<file path="src/core/ofel_defines.svh">
// Summary of operation
// - Debounce count register, eight bits, resets zero.
// - Count step time follows data rate, mode.
// - Back/front trip field always reads 01.
// - Z-lockout angle field always reads 100.
// - Trip threshold field always reads 1_0000.
// - Trip margin field always reads 100.
// - Switch portrait at 59, landscape at 31.
// - Combine select picks freefall or motion.
// - All axis enables zero disables detector.
// - Latch enable and combine select: four modes.
// - Unlatched freefall: flag sets after debounce completes.
// - Clear mode 0, unlatched: flag clears after count-down.
// - Clear mode 1: clears at once, re-debounces.
// - Unlatched: source read leaves flag unchanged.
// - Unlatched: axis flags follow raw status.
// - Latched: flag sets at count, holds until read.
// - Latched: read clears flag and counter.
// - Latched: axis flags freeze while flag set.
// - Clear mode bit: 0 decrements, 1 clears; resets 1.
// - Wake/sleep change resets orientation debounce counter.
// - Freefall when enabled magnitudes at/below threshold.
// - Axis flags read zero when axis disabled.
`ifndef OFEL_DEFINES_SVH
`define OFEL_DEFINES_SVH
`define OFEL_ADDR_ORIENT_COUNT 8'h12
`define OFEL_ADDR_BF_Z_LOCKOUT_ANGLE_FIELD 8'h13
`define OFEL_ADDR_THS_MARGIN 8'h14
`define OFEL_ADDR_FM_CFG 8'h15
`define OFEL_ADDR_FM_SRC 8'h16
`define OFEL_ADDR_FM_THS 8'h17
`define OFEL_ADDR_FM_DELAY 8'h18
`define OFEL_ADDR_ORIENT_CFG 8'h11
`define OFEL_ADDR_TIMING 8'h19
`define OFEL_ORIENT_COUNT_RST 8'h00
`define OFEL_BACK_FRONT_TRIP 2'h1
`define OFEL_Z_LOCKOUT_ANGLE 3'h4
`define OFEL_TRIP_THRESHOLD 5'h10
`define OFEL_TRIP_MARGIN 3'h4
`define OFEL_TRIP_TO_PORTRAIT_DEG 8'h3b
`define OFEL_TRIP_TO_LANDSCAPE_DEG 8'h1f
`define OFEL_ORIENT_CFG_RST 8'h80
`define OFEL_CFG_LATCH_BIT 7
`define OFEL_CFG_COMBINE_BIT 6
`define OFEL_CFG_ZEN_BIT 5
`define OFEL_CFG_YEN_BIT 4
`define OFEL_CFG_XEN_BIT 3
`define OFEL_CLEAR_MODE_BIT 7
`define OFEL_SRC_ACTIVE_BIT 7
`define OFEL_CLK_HZ 40000000
`define OFEL_STEP_MIN_US 1250
`define OFEL_STEP_CYCLES ((`OFEL_CLK_HZ / 1000) * `OFEL_STEP_MIN_US / 1000)
`endif

</file>
<file path="src/core/ofel_pkg.sv">
package ofel_pkg;
	// Per-axis sample: magnitude and sign
	typedef struct packed {
		logic negative;
		logic [6:0] magnitude;
	} ofel_axis_type;
	// Register bus request
	typedef struct packed {
		logic [7:0] addr;
		logic [7:0] wdata;
		logic wr;
		logic rd;
	} ofel_bus_type;
	// Step rate: data rate index and oversampling mode
	typedef enum logic [1:0] {
		OFEL_OS_NORMAL,
		OFEL_OS_LOW_NOISE,
		OFEL_OS_FINE,
		OFEL_OS_LOW_POWER
	} ofel_os_type;
	typedef enum logic [1:0] {
		OFEL_MODE_FALL_LIVE,
		OFEL_MODE_FALL_LATCH,
		OFEL_MODE_MOTION_LIVE,
		OFEL_MODE_MOTION_LATCH
	} ofel_mode_type;
endpackage

</file>
<file path="src/core/ofel_event_logic.sv">
// Our own choice: the plain strobed port.
`timescale 1ns/1ps
`include "ofel_defines.svh"
module ofel_event_logic
	import ofel_pkg::*;
(
	input wire logic clk,
	input wire logic nrst,
	input wire ofel_bus_type bus,
	output logic [7:0] rdata,
	input wire logic [2:0] data_rate_sel,
	input wire ofel_os_type os_mode,
	input wire logic sleep_mode,
	input wire logic sample_valid,
	input wire ofel_axis_type [2:0] axis,
	input wire logic [7:0] tilt_angle,
	output logic event_active_flag,
	output logic portrait_orientation
);
	// Registers
	logic [7:0] orientation_debounce_register;
	logic [7:0] orient_cfg;
	logic [7:0] fm_cfg;
	logic [6:0] fall_motion_threshold;
	logic [7:0] fall_motion_debounce_delay;
	logic [7:0] fm_cnt;
	logic [7:0] orient_cnt;
	logic [5:0] axis_flags;
	logic [15:0] step_timer;
	logic [6:0] tick_div;
	logic sleep_q;
	logic blocked;

	// Decodes
	wire wr_orient_count = bus.wr && bus.addr == `OFEL_ADDR_ORIENT_COUNT;
	wire wr_orient_cfg = bus.wr && bus.addr == `OFEL_ADDR_ORIENT_CFG;
	wire wr_fm_cfg = bus.wr && bus.addr == `OFEL_ADDR_FM_CFG;
	wire wr_fm_ths = bus.wr && bus.addr == `OFEL_ADDR_FM_THS;
	wire wr_fm_delay = bus.wr && bus.addr == `OFEL_ADDR_FM_DELAY;
	wire rd_src = bus.rd && bus.addr == `OFEL_ADDR_FM_SRC;
	wire debounce_clear_mode = orient_cfg[`OFEL_CLEAR_MODE_BIT];
	wire event_latch_enable = fm_cfg[`OFEL_CFG_LATCH_BIT];
	wire and_or_combine_select = fm_cfg[`OFEL_CFG_COMBINE_BIT];
	wire [2:0] axis_en = {fm_cfg[`OFEL_CFG_ZEN_BIT], fm_cfg[`OFEL_CFG_YEN_BIT],
		fm_cfg[`OFEL_CFG_XEN_BIT]};
	wire ofel_mode_type mode = ofel_mode_type'({and_or_combine_select,
		event_latch_enable});

	// Step time: base 1.25 ms multiplied by a power of two
	// 800 Hz gives x1 in every mode, fine mode stops at x2, others per table
	logic [3:0] step_shift;
	always_comb begin
		unique case (os_mode)
			OFEL_OS_FINE: step_shift = (data_rate_sel == 3'h0) ? 4'h0 : 4'h1;
			OFEL_OS_NORMAL: step_shift = (data_rate_sel > 3'h4) ? 4'h4 :
				{1'b0, data_rate_sel};
			OFEL_OS_LOW_NOISE: step_shift = (data_rate_sel > 3'h4) ? 4'h6 :
				{1'b0, data_rate_sel};
			OFEL_OS_LOW_POWER: step_shift = (data_rate_sel > 3'h5) ? 4'h7 :
				(data_rate_sel == 3'h5) ? 4'h6 : {1'b0, data_rate_sel};
		endcase
	end

	// Base 1.25 ms timer and power-of-two divider
	wire base_tick = step_timer == 16'(`OFEL_STEP_CYCLES - 1);
	// Divider spans the full x128 step of the slowest low-power rate
	wire [6:0] next_tick_div = tick_div + 7'h01;
	wire [6:0] tick_mask = (7'h01 << step_shift[2:0]) - 7'h01;
	wire step_tick = base_tick && (tick_div & tick_mask) == 7'h00;
	always_ff @(posedge clk or negedge nrst) begin
		if (!nrst) begin
			step_timer <= 16'h0000;
			tick_div <= 7'h00;
		end else begin
			step_timer <= base_tick ? 16'h0000 : step_timer + 16'h0001;
			tick_div <= base_tick ? next_tick_div : tick_div;
		end
	end

	// Per-axis raw detection
	logic [2:0] below, above;
	genvar i;
	generate
		for (i = 0; i < 3; i++) begin : g_axis
			assign below[i] = axis[i].magnitude <= fall_motion_threshold;
			assign above[i] = axis[i].magnitude > fall_motion_threshold;
		end
	endgenerate
	wire any_en = |axis_en;
	wire fall_cond = any_en && ((below | ~axis_en) == 3'h7);
	wire motion_cond = any_en && |(above & axis_en);
	wire cond = and_or_combine_select ? motion_cond : fall_cond;
	logic [5:0] raw_flags;
	always_comb begin
		raw_flags = 6'h00;
		for (int k = 0; k < 3; k++) begin
			raw_flags[2 * k + 1] = axis_en[k] &&
				(and_or_combine_select ? above[k] : below[k]);
			raw_flags[2 * k] = raw_flags[2 * k + 1] && axis[k].negative;
		end
	end

	// Fall/motion debounce counter and event flag
	wire counted = fm_cnt >= fall_motion_debounce_delay;
	logic [7:0] next_fm_cnt;
	logic next_active;
	logic next_blocked;
	always_comb begin
		next_fm_cnt = fm_cnt;
		next_active = event_active_flag;
		next_blocked = blocked;
		if (!any_en) begin
			next_fm_cnt = 8'h00;
			next_active = 1'b0;
		end else if (event_latch_enable) begin
			if (rd_src) begin
				next_fm_cnt = 8'h00;
				next_active = 1'b0;
			end else if (sample_valid && !event_active_flag) begin
				if (cond) begin
					next_fm_cnt = counted ? fm_cnt : fm_cnt + 8'h01;
					next_active = counted;
				end else if (debounce_clear_mode) begin
					next_fm_cnt = 8'h00;
				end else if (fm_cnt != 8'h00) begin
					next_fm_cnt = fm_cnt - 8'h01;
				end
			end
		end else if (sample_valid) begin
			// Live modes: reading the source changes nothing
			if (cond) begin
				next_fm_cnt = counted ? fm_cnt : fm_cnt + 8'h01;
				next_active = counted && !blocked;
				next_blocked = 1'b0;
			end else if (debounce_clear_mode) begin
				next_fm_cnt = 8'h00;
				next_active = 1'b0;
			end else begin
				next_fm_cnt = (fm_cnt != 8'h00) ? fm_cnt - 8'h01 : 8'h00;
				next_active = event_active_flag && fm_cnt > 8'h01;
			end
		end
	end

	always_ff @(posedge clk or negedge nrst) begin
		if (!nrst) begin
			fm_cnt <= 8'h00;
			event_active_flag <= 1'b0;
			blocked <= 1'b0;
		end else begin
			fm_cnt <= next_fm_cnt;
			event_active_flag <= next_active;
			blocked <= next_blocked;
		end
	end

	// Axis flags: live, or frozen while latched event stands
	wire latched_mode = mode == OFEL_MODE_FALL_LATCH ||
		mode == OFEL_MODE_MOTION_LATCH;
	wire freeze = latched_mode && event_active_flag && !rd_src;
	always_ff @(posedge clk or negedge nrst) begin
		if (!nrst)
			axis_flags <= 6'h00;
		else if (!freeze)
			axis_flags <= raw_flags;
	end

	// Orientation debounce with fixed trip angles
	wire want_portrait = portrait_orientation ?
		tilt_angle > `OFEL_TRIP_TO_LANDSCAPE_DEG :
		tilt_angle >= `OFEL_TRIP_TO_PORTRAIT_DEG;
	wire orient_change = want_portrait != portrait_orientation;
	always_ff @(posedge clk or negedge nrst) begin
		if (!nrst) begin
			orient_cnt <= 8'h00;
			portrait_orientation <= 1'b0;
			sleep_q <= 1'b0;
		end else begin
			sleep_q <= sleep_mode;
			if (sleep_q != sleep_mode)
				orient_cnt <= 8'h00;
			else if (!orient_change)
				orient_cnt <= 8'h00;
			else if (step_tick) begin
				if (orient_cnt >= orientation_debounce_register) begin
					portrait_orientation <= want_portrait;
					orient_cnt <= 8'h00;
				end else
					orient_cnt <= orient_cnt + 8'h01;
			end
		end
	end

	// Configuration registers
	always_ff @(posedge clk or negedge nrst) begin
		if (!nrst) begin
			orientation_debounce_register <= `OFEL_ORIENT_COUNT_RST;
			orient_cfg <= `OFEL_ORIENT_CFG_RST;
			fm_cfg <= 8'h00;
			fall_motion_threshold <= 7'h00;
			fall_motion_debounce_delay <= 8'h00;
		end else begin
			if (wr_orient_count)
				orientation_debounce_register <= bus.wdata;
			if (wr_orient_cfg)
				orient_cfg <= {bus.wdata[7:6], 6'h00};
			if (wr_fm_cfg)
				fm_cfg <= {bus.wdata[7:3], 3'h0};
			if (wr_fm_ths)
				fall_motion_threshold <= bus.wdata[6:0];
			if (wr_fm_delay)
				fall_motion_debounce_delay <= bus.wdata;
		end
	end

	// Read mux; unmapped addresses read zero
	logic [7:0] rd_mux;
	always_comb begin
		unique case (bus.addr)
			`OFEL_ADDR_ORIENT_COUNT: rd_mux = orientation_debounce_register;
			`OFEL_ADDR_BF_Z_LOCKOUT_ANGLE_FIELD: rd_mux = {`OFEL_BACK_FRONT_TRIP, 3'h0,
				`OFEL_Z_LOCKOUT_ANGLE};
			`OFEL_ADDR_THS_MARGIN: rd_mux = {`OFEL_TRIP_THRESHOLD,
				`OFEL_TRIP_MARGIN};
			`OFEL_ADDR_ORIENT_CFG: rd_mux = orient_cfg;
			`OFEL_ADDR_FM_CFG: rd_mux = fm_cfg;
			`OFEL_ADDR_FM_SRC: rd_mux = {event_active_flag, 1'b0,
				axis_flags & {{2{axis_en[2]}}, {2{axis_en[1]}},
				{2{axis_en[0]}}}};
			`OFEL_ADDR_FM_THS: rd_mux = {1'b0, fall_motion_threshold};
			`OFEL_ADDR_FM_DELAY: rd_mux = fall_motion_debounce_delay;
			default: rd_mux = 8'h00;
		endcase
	end
	always_ff @(posedge clk or negedge nrst) begin
		if (!nrst)
			rdata <= 8'h00;
		else if (bus.rd)
			rdata <= rd_mux;
		else
			rdata <= 8'h00;
	end
endmodule

</file>
<file path="config.mk">
export PLATFORM = sky130hd
export DESIGN_NAME = ofel_event_logic
export DESIGN_NICKNAME = d
export VERILOG_FILES = /design/src/core/ofel_pkg.sv /design/src/core/ofel_event_logic.sv
export VERILOG_INCLUDE_DIRS = /design/src /design/src/core
export SDC_FILE = /design/constraint.sdc
export NUM_CORES = 1
export LEC_CHECK = 0
export ABC_AREA = 0
export BUFFER_PORTS_ARGS = -buffer_cell sky130_fd_sc_hd__buf_2
export CAP_MARGIN = 20
export CELL_PAD_IN_SITES_DETAIL_PLACEMENT = 0
export CELL_PAD_IN_SITES_GLOBAL_PLACEMENT = 1
export CORE_ASPECT_RATIO = 0.7
export CORE_MARGIN = 2
export CORE_UTILIZATION = 35
export CTS_CLUSTER_SIZE = 40
export DETAILED_ROUTE_END_ITERATION = 10
export PLACE_DENSITY = 0.62
export SLEW_MARGIN = 10
export SYNTH_ARGS = -nofsm -noshare
export SYNTH_HDL_FRONTEND = slang
export SYNTH_SLANG_ARGS = --single-unit
</file>
<file path="constraint.sdc">
create_clock -name clk -period 3.9 [get_ports clk]
set_input_delay 0.39 -clock clk [delete_from_list [all_inputs] [get_ports clk]]
set_output_delay 0.39 -clock clk [all_outputs]
set_load 0.01 [all_outputs]
</file>
==> metrics.txt <==
Max VDD drop 0.000166 V; TritonCTS clock tree built; final hold vios 0; Pins Over Slew Limit 0; max-cap violations 0; Leakage 3.02 nW; CP Launch Point fall_motion_threshold[4]; ANT cells 0; share of cells above drive strength 1 20.3%; clock-pin slew on the worst setup and hold paths 70 ps; Main synth FF type dfrtp_1; Die ar. 0.0170 sq mm; clk_lat worst skew between 300 and 400 ps; min Tclk post-route 3060 ps; Fill cells 1,550; unique cell type count in the Yosys netlist 72; Core ar. 0.0155 sq mm; Layout area overhead 14.9%; drt wl/cell 17.5 microns; Post-synth EDFFs 0; Die Span X ~160 microns; initial antenna violation count 1; Slew @ Worst Pin 978 ps; post-synthesis net count 692; nets 759; Routed WL 15,100 microns; pwr/cell area 361 mW/mm^2; Yosys reg bits 86; clock root cell clkbuf_16; RR Startpoint fall_motion_threshold[4]; mapped cell area roughly 0.0056 sq mm; initial DRC count 300; relative slew slack between 30% and 40%; sequential area share after synthesis 38.5%; IO Pins 69; max frequency 0.327 GHz; global-route wire length before repair 24,600 microns; required time worst endpoint 4130 ps; drt drc 0; largest net degree at the start of global routing 45; FFs w/ async S/R, synth 100%; Pre-antenna DRT Iters 5; worst-path fanout max 11; RSZ-0062 raised after global routing false; period utilization 78.4%; Mean Syn Cell Area 9.51 sq um; global placement routability congestion 0.856; Worst EP arrival 3290 ps; Crit Path Category flip-flop to flip-flop; hpwl dp between 10,000 and 15,000 microns; clk sinks 86; post-cts resize count 0; Via density 5.43; Placed Area between 0.006 and 0.007 sq mm; Die H approximately 110 microns; postcts setup bufs 0; vias in the first global route 4,582; Worst setup SP type flip-flop; FP Rows 38; CTS Buf Count 9; routed vias about 4,700; status finished, final reports clean; Post-Synthesis Cells a little under 600; CTS Buffer Depth 2; gr usage total 18.8%; Hold Path Class primary input to async pin; H-tree depth 3; Initial Utilization 36.0%; CP Capture Type flip-flop; Final Instance Area approximately 0.0064 sq mm; Layout Utilization 41.3%; gr ovfl total 0; Buffers on Ports 68; setup TNS 0 ps; YS warnings 0; Final setup viols 0; # hold bufs at CTS 0; worst clock skew ~6 ps; Final ANT Viol Nets 0
-- critical path, stage by stage (launching register included) --
cell      delay [ps]
dfrtp_1          450
inv_1            140
ha_1             330
a211oi_2         200
nor2_1            90
o311a_1          330
a211oi_4         350
xor2_2           170
o41a_2           630
a21oi_1          190
a21oi_1           50
-- worst paths after layout --
| path | cells past startpoint | end | slack [ps] |
|---|---|---|---|
| setup reg to reg | 10 | fm_cnt[1] | 840 |
| min in group clk | 1 | sleep_q | 200 |
| hold reg to reg | 1 | step_timer[0] | 460 |
| hold / removal | 1 | fm_cnt[4] | 10 |
| max in group asynchronous | 2 | orient_cnt[6] | 2850 |
| setup / recovery | 10 | fm_cnt[1] | 840 |
-- through the flow --
step                hold WS (ps)  setup WS (ps)  power (mW)  cells
finish                      14.9            844        2.32    860
global route                66.3            635        2.44    860
CTS                         44.4            856        2.34    860
detailed placement           427            765        1.43    844
global placement             407            892        1.43    844
floorplan                   94.4           1170        1.28    588
-- layout by cell type (no fill, tap or decap), types with 9 or more instances in the layout --
cell type	synthesis	routed
buf_2	3	67
inv_1	32	32
ha_1	45	45
clkbuf_16	0	9
nand2_1	56	56
nor2_1	36	36
nor2b_1	9	9
nand2b_1	9	9
o21ai_0	38	38
and3_1	12	12
mux2_2	31	31
xnor2_1	13	13
xor2_1	19	19
dfrtp_1	85	85
nor3_1	12	12
a21oi_1	32	32
nand3_1	22	22
-- cells by family after synthesis --
family / count (synthesis) / synth area share, %
AND/OR/NAND/NOR: 199 / 18.5
AO/OA/AOI/OAI: 142 / 16.9
flip-flops: 86 / 38.5
buffers and inverters: 48 / 3.71
adder cells (fa/ha/maj): 45 / 10.1
multiplexers: 35 / 6.96
XOR/XNOR: 33 / 5.30
-- final cells by class --
class | count | area [sq um] | area share, %
clock buffers | 9 | 225 | 3.50
clock inverters | 7 | 78.8 | 1.23
inverters | 33 | 124 | 1.93
multi-input cells | 454 | 3230 | 50.3
flip-flops and latches | 86 | 2150 | 33.5
well taps | 200 | 250 | 3.89
repair buffers | 71 | 365 | 5.68
-- report_power, final --
group | switching, mW | leakage, nW | internal [mW] | total [mW]
clock | 0.393 | 0.151 | 0.505 | 0.898
combinational | 0.257 | 1.69 | 0.182 | 0.439
sequential | 0.0602 | 1.17 | 0.922 | 0.982
total | 0.710 | 3.02 | 1.61 | 2.32
-- cells in the mapped netlist (13+ instances only) --
library cell / number / area share (%)
dfrtp_1: 85 / 38
nand3_1: 22 / 2.0
a21oi_1: 32 / 2.9
xnor2_1: 13 / 2.0
xor2_1: 19 / 3.0
inv_1: 32 / 2.1
o21ai_0: 38 / 3.4
nand2_1: 56 / 3.8
ha_1: 45 / 10
nor2_1: 36 / 2.4
mux2_2: 31 / 6.2
-- sequential cells by signal (all words and copies together), names as in the netlist --
signal	count
fm_cfg	5
fm_cnt	8
fall_motion_threshold	7
fall_motion_debounce_delay	8
orient_cnt	8
axis_flags	6
sleep_q	1
portrait_orientation	1
rdata	8
step_timer	16
orient_cfg	2
orientation_debounce_register	8
tick_div	7
event_active_flag	1
-- metal layers --
metal  global-route usage, %  wire length (microns)  vias to the layer above  share of wire [%]
li1                        -                      -                     2271                  -
met1                    29.2                   8120                     2218                 54
met2                    25.7                   5780                      163                 38
met3                    4.61                    998                       17                6.6
met4                    4.50                    167                        2                1.1
met5                       0                      7                        -              0.046
No activity file was read; power rests on OpenSTA's default activity.
